[config.mk]
export PLATFORM = sky130hd
export DESIGN_NAME = epem_monitor
export DESIGN_NICKNAME = d
export VERILOG_FILES = /design/src/epem_pkg.sv /design/src/epem_sync.sv /design/src/epem_monitor.sv
export SDC_FILE = /design/constraint.sdc
export NUM_CORES = 1
export LEC_CHECK = 0
export BUFFER_PORTS_ARGS = -buffer_cell sky130_fd_sc_hd__buf_2
export CAP_MARGIN = 20
export CORE_MARGIN = 3
export CORE_UTILIZATION = 43
export DETAILED_ROUTE_END_ITERATION = 6
export PLACE_DENSITY = 0.67
export SLEW_MARGIN = 25
export SYNTH_ARGS = -nofsm -noshare
export SYNTH_HDL_FRONTEND = slang
export SYNTH_SLANG_ARGS = --single-unit
[constraint.sdc]
create_clock -name clk -period 10.5 [get_ports clk]
set_input_delay 0.525 -clock clk [delete_from_list [all_inputs] [get_ports clk]]
set_output_delay 0.525 -clock clk [all_outputs]
set_load 0.005 [all_outputs]
[src/epem_pkg.sv]
// Package for the external pin event monitor: widths, codes, reset values, timing.
// Assumes a 20 MHz system clock.
`default_nettype none
package epem_pkg;
  // ----------------------------------------
  // Widths
  // ----------------------------------------
  localparam int EPEM_EVENTS    = 16;
  localparam int EPEM_SEL_W     = 4;
  localparam int EPEM_THR_W     = 12;
  // ----------------------------------------
  // Threshold scale: code full scale is 3.3 V
  // ----------------------------------------
  localparam logic [11:0] EPEM_THR_MAX     = 12'hfff;  // 3.3 V
  localparam logic [11:0] EPEM_THR_DEFAULT = 12'h800;  // 1.65 V
  // ----------------------------------------
  // Direction and force codes
  // ----------------------------------------
  localparam logic EPEM_DIR_IN  = 1'b0;
  localparam logic EPEM_DIR_OUT = 1'b1;
  localparam logic [1:0] EPEM_FORCE_EVENT = 2'h3;  // -1 in two bits
  localparam logic [1:0] EPEM_FORCE_LOW   = 2'h0;
  localparam logic [1:0] EPEM_FORCE_HIGH  = 2'h1;
  // ----------------------------------------
  // Reset values and defined-event mask
  // ----------------------------------------
  localparam logic [15:0] EPEM_MASK_RESET  = 16'h0000;
  localparam logic        EPEM_DIR_RESET   = 1'b0;
  localparam logic [1:0]  EPEM_FORCE_RESET = 2'h3;
  localparam logic [15:0] EPEM_DEFINED     = 16'h07ff;  // events 0..10
  // ----------------------------------------
  // Sampling interval
  // ----------------------------------------
  localparam int EPEM_CLK_HZ       = 20000000;
  localparam int EPEM_SAMPLE_NS    = 1000;
  localparam int EPEM_SAMPLE_CYC   = (EPEM_SAMPLE_NS * (EPEM_CLK_HZ / 1000000)) / 1000;
  localparam logic [4:0] EPEM_SAMPLE_LAST = 5'(EPEM_SAMPLE_CYC - 1);

  typedef enum logic [2:0] {
    EPEM_S_IDLE  = 3'b001,
    EPEM_S_WAIT  = 3'b010,
    EPEM_S_TAKE  = 3'b100
  } epem_samp_t;
endpackage
`default_nettype wire

[src/epem_sync.sv]
// Two-flop synchroniser bank for event and comparator inputs.
// Assumes inputs are asynchronous to clk; reset is already synchronised.
`default_nettype none
module epem_sync
  import epem_pkg::*;
#(
  parameter int W = 16
) (
  input  wire logic         clk,
  input  wire logic         rstN,
  input  wire logic [W-1:0] din,
  output var  logic [W-1:0] dout
);
  logic [W-1:0] stage1;
  logic [W-1:0] next_stage1;
  logic [W-1:0] next_dout;

  always_comb begin
    next_stage1 = din;
    next_dout   = stage1;
  end

  always_ff @(posedge clk or negedge rstN) begin
    if (!rstN) begin
      stage1 <= '0;
      dout   <= '0;
    end else begin
      stage1 <= next_stage1;
      dout   <= next_dout;
    end
  end
endmodule // epem_sync
`default_nettype wire

[src/epem_monitor.sv]
// External pin event monitor: one back-panel pin, pin and relay event masks.
// Assumes a 20 MHz clk, async active-low rst_n, host commands as one-cycle strobes.
`default_nettype none
module epem_monitor
  import epem_pkg::*;
(
  input  wire logic        clk,
  input  wire logic        rst_n,
  // Configuration strobes
  input  wire logic        dirWrite,
  input  wire logic        dirValue,
  input  wire logic        thrWrite,
  input  wire logic        thrDefault,
  input  wire logic [11:0] thrValue,
  input  wire logic        forceWrite,
  input  wire logic [1:0]  forceValue,
  input  wire logic        pinEvtBitWrite,
  input  wire logic        relayEvtBitWrite,
  input  wire logic [3:0]  evtSel,
  input  wire logic        evtBitValue,
  input  wire logic        pinMaskWrite,
  input  wire logic        relayMaskWrite,
  input  wire logic [15:0] maskValue,
  // Live inputs
  input  wire logic [15:0] eventIn,
  input  wire logic        pinAboveThr,
  input  wire logic        pinConnected,
  // Readback
  output var  logic        dirRead,
  output var  logic [11:0] thrRead,
  output var  logic [1:0]  forceRead,
  output var  logic        levelRead,
  output var  logic        pinEvtEnRead,
  output var  logic [15:0] pinMaskRead,
  output var  logic [15:0] relayMaskRead,
  output var  logic        pinCondRead,
  output var  logic [15:0] pinCondMaskRead,
  // Pin and relay
  output var  logic [11:0] thrDac,
  output var  logic        pinOut,
  output var  logic        pinOe,
  output var  logic        relayOn
);
  // ----------------------------------------
  // Reset release
  // ----------------------------------------
  logic rstMeta;
  logic rstN;
  always_ff @(posedge clk or negedge rst_n) begin
    if (!rst_n) begin
      rstMeta <= 1'b0;
      rstN    <= 1'b0;
    end else begin
      rstMeta <= 1'b1;
      rstN    <= rstMeta;
    end
  end

  // ----------------------------------------
  // Input synchronisers
  // ----------------------------------------
  logic [17:0] syncIn;
  logic [15:0] evtSync;
  logic        aboveSync;
  logic        connSync;
  epem_sync #(.W(18)) u_sync (
    .clk  (clk),
    .rstN (rstN),
    .din  ({pinConnected, pinAboveThr, eventIn}),
    .dout (syncIn)
  );
  assign evtSync   = syncIn[15:0] & EPEM_DEFINED;
  assign aboveSync = syncIn[16];
  assign connSync  = syncIn[17];

  function automatic logic [15:0] bitUpdate(input logic [15:0] m, input logic [3:0] s,
                                            input logic v);
    logic [15:0] r;
    r    = m;
    r[s] = v;
    return r;
  endfunction

  // ----------------------------------------
  // Configuration state
  // ----------------------------------------
  logic        dir;
  logic [11:0] thr;
  logic [1:0]  force_;
  logic [15:0] pinMask;
  logic [15:0] relayMask;
  logic        next_dir;
  logic [11:0] next_thr;
  logic [1:0]  next_force;
  logic [15:0] next_pinMask;
  logic [15:0] next_relayMask;

  always_comb begin
    next_dir       = dir;
    next_thr       = thr;
    next_force     = force_;
    next_pinMask   = pinMask;
    next_relayMask = relayMask;
    if (dirWrite) begin
      next_dir = dirValue;
    end
    if (thrDefault) begin
      next_thr = EPEM_THR_DEFAULT;
    end else if (thrWrite) begin
      next_thr = (thrValue > EPEM_THR_MAX) ? EPEM_THR_MAX : thrValue;
    end
    if (forceWrite && forceValue != 2'h2) begin
      next_force = forceValue;
    end
    if (pinMaskWrite) begin
      next_pinMask = maskValue;
    end else if (pinEvtBitWrite) begin
      next_pinMask = bitUpdate(pinMask, evtSel, evtBitValue);
    end
    if (relayMaskWrite) begin
      next_relayMask = maskValue;
    end else if (relayEvtBitWrite) begin
      next_relayMask = bitUpdate(relayMask, evtSel, evtBitValue);
    end
  end

  always_ff @(posedge clk or negedge rstN) begin
    if (!rstN) begin
      dir       <= EPEM_DIR_RESET;
      thr       <= EPEM_THR_DEFAULT;
      force_    <= EPEM_FORCE_RESET;
      pinMask   <= EPEM_MASK_RESET;
      relayMask <= EPEM_MASK_RESET;
    end else begin
      dir       <= next_dir;
      thr       <= next_thr;
      force_    <= next_force;
      pinMask   <= next_pinMask;
      relayMask <= next_relayMask;
    end
  end

  // ----------------------------------------
  // Periodic level sampling
  // ----------------------------------------
  // Sampling only every interval filters fast comparator chatter.
  epem_samp_t  state;
  epem_samp_t  next_state;
  logic [4:0]  sampCnt;
  logic [4:0]  next_sampCnt;
  logic        level;
  logic        next_level;

  always_comb begin
    next_state   = state;
    next_sampCnt = sampCnt;
    next_level   = level;
    case (state)
      EPEM_S_IDLE: begin
        next_sampCnt = '0;
        next_state   = EPEM_S_WAIT;
      end
      EPEM_S_WAIT: begin
        next_sampCnt = sampCnt + 5'h01;
        if (sampCnt == EPEM_SAMPLE_LAST) begin
          next_state = EPEM_S_TAKE;
        end
      end
      EPEM_S_TAKE: begin
        next_level   = !connSync ? 1'b1 : aboveSync;
        next_sampCnt = '0;
        next_state   = EPEM_S_WAIT;
      end
      default: begin
        next_state = EPEM_S_IDLE;
      end
    endcase
  end

  always_ff @(posedge clk or negedge rstN) begin
    if (!rstN) begin
      state   <= EPEM_S_IDLE;
      sampCnt <= '0;
      level   <= 1'b1;
    end else begin
      state   <= next_state;
      sampCnt <= next_sampCnt;
      level   <= next_level;
    end
  end

  // ----------------------------------------
  // Event outputs and readback
  // ----------------------------------------
  logic [15:0] pinCond;
  logic        pinEvtOut;
  logic        pinDrive;
  assign pinCond   = pinMask & evtSync;
  assign pinEvtOut = |pinCond;

  always_comb begin
    case (force_)
      EPEM_FORCE_LOW:  pinDrive = 1'b0;
      EPEM_FORCE_HIGH: pinDrive = 1'b1;
      default:         pinDrive = pinEvtOut;
    endcase
  end

  always_ff @(posedge clk or negedge rstN) begin
    if (!rstN) begin
      pinOut          <= 1'b0;
      pinOe           <= 1'b0;
      relayOn         <= 1'b0;
      dirRead         <= 1'b0;
      thrRead         <= '0;
      thrDac          <= '0;
      forceRead       <= '0;
      levelRead       <= 1'b0;
      pinEvtEnRead    <= 1'b0;
      pinMaskRead     <= '0;
      relayMaskRead   <= '0;
      pinCondRead     <= 1'b0;
      pinCondMaskRead <= '0;
    end else begin
      pinOut          <= (dir == EPEM_DIR_OUT) && pinDrive;
      pinOe           <= (dir == EPEM_DIR_OUT);
      relayOn         <= |(relayMask & evtSync);
      dirRead         <= dir;
      thrRead         <= thr;
      thrDac          <= thr;
      forceRead       <= force_;
      levelRead       <= (dir == EPEM_DIR_IN) ? level : pinDrive;
      pinEvtEnRead    <= pinMask[evtSel];
      pinMaskRead     <= pinMask;
      relayMaskRead   <= relayMask;
      pinCondRead     <= pinCond[evtSel];
      pinCondMaskRead <= pinCond;
    end
  end

  // ----------------------------------------
  // Checks
  // ----------------------------------------
  AST_DIR_OE: assert property (@(posedge clk) disable iff (!rstN)
    dirWrite |=> ##1 (pinOe == $past(dirValue, 2)))
    else $error("Pin enable does not follow direction write");
  AST_DIR_READ: assert property (@(posedge clk) disable iff (!rstN)
    ##1 (dirRead == $past(dir)))
    else $error("Direction readback wrong");
  AST_THR_DEF: assert property (@(posedge clk) disable iff (!rstN)
    thrDefault |=> (thr == EPEM_THR_DEFAULT))
    else $error("Default threshold not loaded");
  AST_LEVEL_OPEN: assert property (@(posedge clk) disable iff (!rstN)
    (state == EPEM_S_TAKE && !connSync) |=> level)
    else $error("Open input not read high");
  AST_LEVEL_SAMPLE: assert property (@(posedge clk) disable iff (!rstN)
    (state == EPEM_S_TAKE && connSync) |=> (level == $past(aboveSync)))
    else $error("Sampled level does not match comparator");
  AST_LEVEL_READ: assert property (@(posedge clk) disable iff (!rstN)
    (rstN && dir == EPEM_DIR_IN && !dirWrite) |=> (levelRead == $past(level)))
    else $error("Input level readback wrong");
  AST_PIN_EVENT: assert property (@(posedge clk) disable iff (!rstN)
    (dir && force_ == EPEM_FORCE_EVENT && |(pinMask & evtSync)) |=> pinOut)
    else $error("Enabled event did not raise pin");
  AST_RELAY_CLEAR: assert property (@(posedge clk) disable iff (!rstN)
    (relayMask & evtSync) == 16'h0000 |=> !relayOn)
    else $error("Relay did not drop without events");
  AST_BIT_WRITE: assert property (@(posedge clk) disable iff (!rstN)
    (pinEvtBitWrite && !pinMaskWrite) |=>
      (pinMask[$past(evtSel)] == $past(evtBitValue)))
    else $error("Single event write failed");
  AST_MASK_WRITE: assert property (@(posedge clk) disable iff (!rstN)
    relayMaskWrite |=> (relayMask == $past(maskValue)))
    else $error("Whole mask write failed");
  AST_RESERVED: assert property (@(posedge clk) disable iff (!rstN)
    (pinCond[15:11] == 5'h00))
    else $error("Reserved event became active");
  AST_COND: assert property (@(posedge clk) disable iff (!rstN)
    !pinMask[evtSel] |=> !pinCondRead)
    else $error("Disabled event reports condition");
endmodule // epem_monitor
`default_nettype wire

==> results.tsv <==
metric	value	unit
result of the run	finished, final reports clean	
Reg2Reg Setup Slack	8.62	ns
Setup crit end	relayMaskRead[9]	
gr usage total	0.176	
maximum capacitance violations	0	
CP max FO	75	
Final period util	0.179	
htree depth	4	
Synth Area in Adders	0.00227	
Clock Sinks	147	
CP max-delay cell	dfrtp_4	
peak supply drop	0.0000916	V
Syn Area/Cell	12.3	µm²
DRT Pass-1 Iters	4	
Routed WL	12.0	mm
Die X-Extent	119	µm
post-synthesis xor/xnor area fraction	0.00476	
diodes inserted	0	
Critical Path Stages	1	
most frequent cells after synthesis	142 x dfrtp_1, 55 x nand2_1, 44 x mux2i_1, 42 x o21ai_0, 40 x nor2_1	
clk_lat worst skew	0.41	ns
Post-Synthesis Cells	448	
count of pins over their slew limit	0	
Post-synth EDFFs	0	
most frequent cell after synthesis	dfrtp_1	
port buffer count	134	
grt ovf	0	
Slew HR	0.402	
RePlAce Congestion	0.827	
First DRT Iteration DRCs	255	
Fill cells	1040	
area fraction in compound gates after synthesis	0.0680	
drt via density	4.89	
detailed placer's ending HPWL	8.38	mm
die height	119	µm
CTS resizes	0	
top-area cell type share of the netlist area	0.643	
Root Buffer	clkbuf_16	
Critical Path, Cell by Cell	buf_4	
Clock Pin Slew Worst Setup and Hold Paths	0.06	ns
critical path type	reg2async	
RR Endpoint	relayMaskRead[9]	
largest net degree at the start of global routing	76	
Fin. Hold Viols	0	
post-synthesis mux area share	0.0988	
Hold Path Class	in2reg	
fraction of layout instances using a drive strength above 1	0.304	
max incr delay on CP	1.01	ns
worst reg2reg path depth	1	
Starting Density	0.451	
die area	0.0142	mm²
post-route ant nets	0	
endpoints failing setup	0	
leakage	3.39	nW
Total Nets Final	636	
mapped cell area	0.00552	mm²
worst setup path start	rstN	
CP arrival	2.30	ns
fraction of the mapped netlist area in simple logic gates	0.110	
Synth-to-Final Area Change	24.3	%
Area contributors post-synth	dfrtp_1 64%, mux2i_1 8.0%, o21ai_0 3.8%	
Synth Warn #	0	
TritonCTS buffer count	17	
residual DRC count	0	
origin of the critical flop-to-flop path	rstN	
initial antenna violation count	0	
Hold Slack	0.216	ns
Critical Path RT	10.91	ns
Fin Clk Skew	0.0109	ns
RSZ-0062 raised after global routing	false	
sum of negative setup slack	0	ns
FFs w/ async S/R, synth	1.00	
Synth area leader	dfrtp_1	
post-synth cell types	44	
Post-synth top flop	dfrtp_1	
Max Fclk	0.531	GHz
flops & latches, synth	147	
Avg WL per Cell	15.9	µm
min cycle time layout	1.88	ns
Vias	3670	
vias in the first global route	3740	
I/O pin total	145	
register area share after synthesis	0.667	
CTS tree	yes	
core area	0.0123	mm²
delay-heaviest family, CP	flip-flops	
Cell Pwr Density	202	mW/mm²
CP bufs+invs	1	
clock tree buffer depth	2	
Worst setup EP type	async pin	
first-pass GRT wire length	19.5	mm
main combinational cell family by area after synthesis	simple AND/OR/NAND/NOR gates	
# rows	40	
pin slew with the least headroom to its limit	0.896	ns
crit start category	register	
[cell families after synthesis]
group,after synthesis
DFF,147
and+or+nand+nor,133
AOI/OAI and AO/OA,64
muxes,49
buffers and inverters,49
xor gates and xnor gates,3
other,2
adders and majority gates,1
[registers in the layout, indices dropped and copies added (netlist names), 3 cells and up]
register,cells
pinMaskRead,16
pinMask,16
relayMaskRead,16
relayMask,16
u_sync.dout,13
u_sync.next_dout,13
thrDac,12
thr,12
pinCondMaskRead,11
sampCnt,5
state,3
[stage by stage]
step / utilization / instances / power, mW / instance area [µm²] / setup WS [ns]
finish: 0.560 / 751 / 1.39 / 6860 / 8.62
detailed placement: 0.507 / 719 / 0.749 / 6210 / 8.50
CTS: 0.560 / 751 / 1.40 / 6860 / 8.49
floorplan: - / 452 / 0.698 / 5540 / 6.11
global route: 0.560 / 751 / 1.45 / 6860 / 8.27
global placement: 0.507 / 719 / 0.746 / 6210 / 8.52
[report_power, final]
part | internal [mW] | leakage (nW) | total [mW] | switching (mW)
clock | 0.431 | 0.309 | 0.649 | 0.217
combinational | 0.0468 | 1.28 | 0.101 | 0.0545
sequential | 0.609 | 1.80 | 0.637 | 0.0279
total | 1.09 | 3.39 | 1.39 | 0.300
[what timing repair did]
action | in CTS | in global routing
endpoints found under the setup margin | 0 | 0
buffers inserted | 0 | 0
hold buffers | 1 | 0
hold endpoints to repair | 2 | 0
[worst min path at each step]
stage / startpoint / endpoint / slack, ns / cells after the start
4_1_cts: eventIn[7] / u_sync.next_dout[7] / 0.20 / 1
2_1_floorplan: rst_n / rstMeta / 0.23 / 0
3_3_place_gp: rst_n / rstMeta / 0.31 / 1
5_1_grt: eventIn[8] / u_sync.next_dout[8] / 0.20 / 1
6_report: eventIn[7] / u_sync.next_dout[7] / 0.22 / 1
3_5_place_dp: rst_n / rstMeta / 0.31 / 1
[final cells by class]
type | count | area, µm² | area share
timing repair buffer | 136 | 688 | 0.100
clock inverter | 10 | 180 | 0.0262
tap | 168 | 210 | 0.0306
multi-input combinational | 256 | 1590 | 0.231
inverter | 13 | 48.8 | 0.00711
clock buffer | 21 | 460 | 0.0671
sequential | 147 | 3690 | 0.537
[cells in the final DEF, fill, tap and decap left out, types with 3 or more instances in the layout]
cell type | synthesis | final
inv_1 | 13 | 13
nor2_1 | 40 | 40
dfrtp_1 | 142 | 141
conb_1 | 2 | 6
a21oi_1 | 4 | 4
nand3_1 | 10 | 10
nand2_1 | 55 | 55
nand3b_1 | 4 | 4
mux2i_1 | 44 | 44
buf_2 | 6 | 134
clkbuf_16 | 0 | 17
o21ai_0 | 42 | 42
dfstp_2 | 5 | 5
clkinv_2 | 0 | 3
nor2b_1 | 7 | 7
a22o_1 | 4 | 4
mux4_2 | 3 | 3
bufinv_16 | 0 | 5
[metal layers]
layer	vias up	global-route usage	share of wire
met5	-	0	0
met4	0	0.0702	0.0091
met3	10	0.0632	0.079
met2	142	0.255	0.45
met1	1783	0.242	0.46
li1	1735	-	-
(Power assumes the default switching activity.)
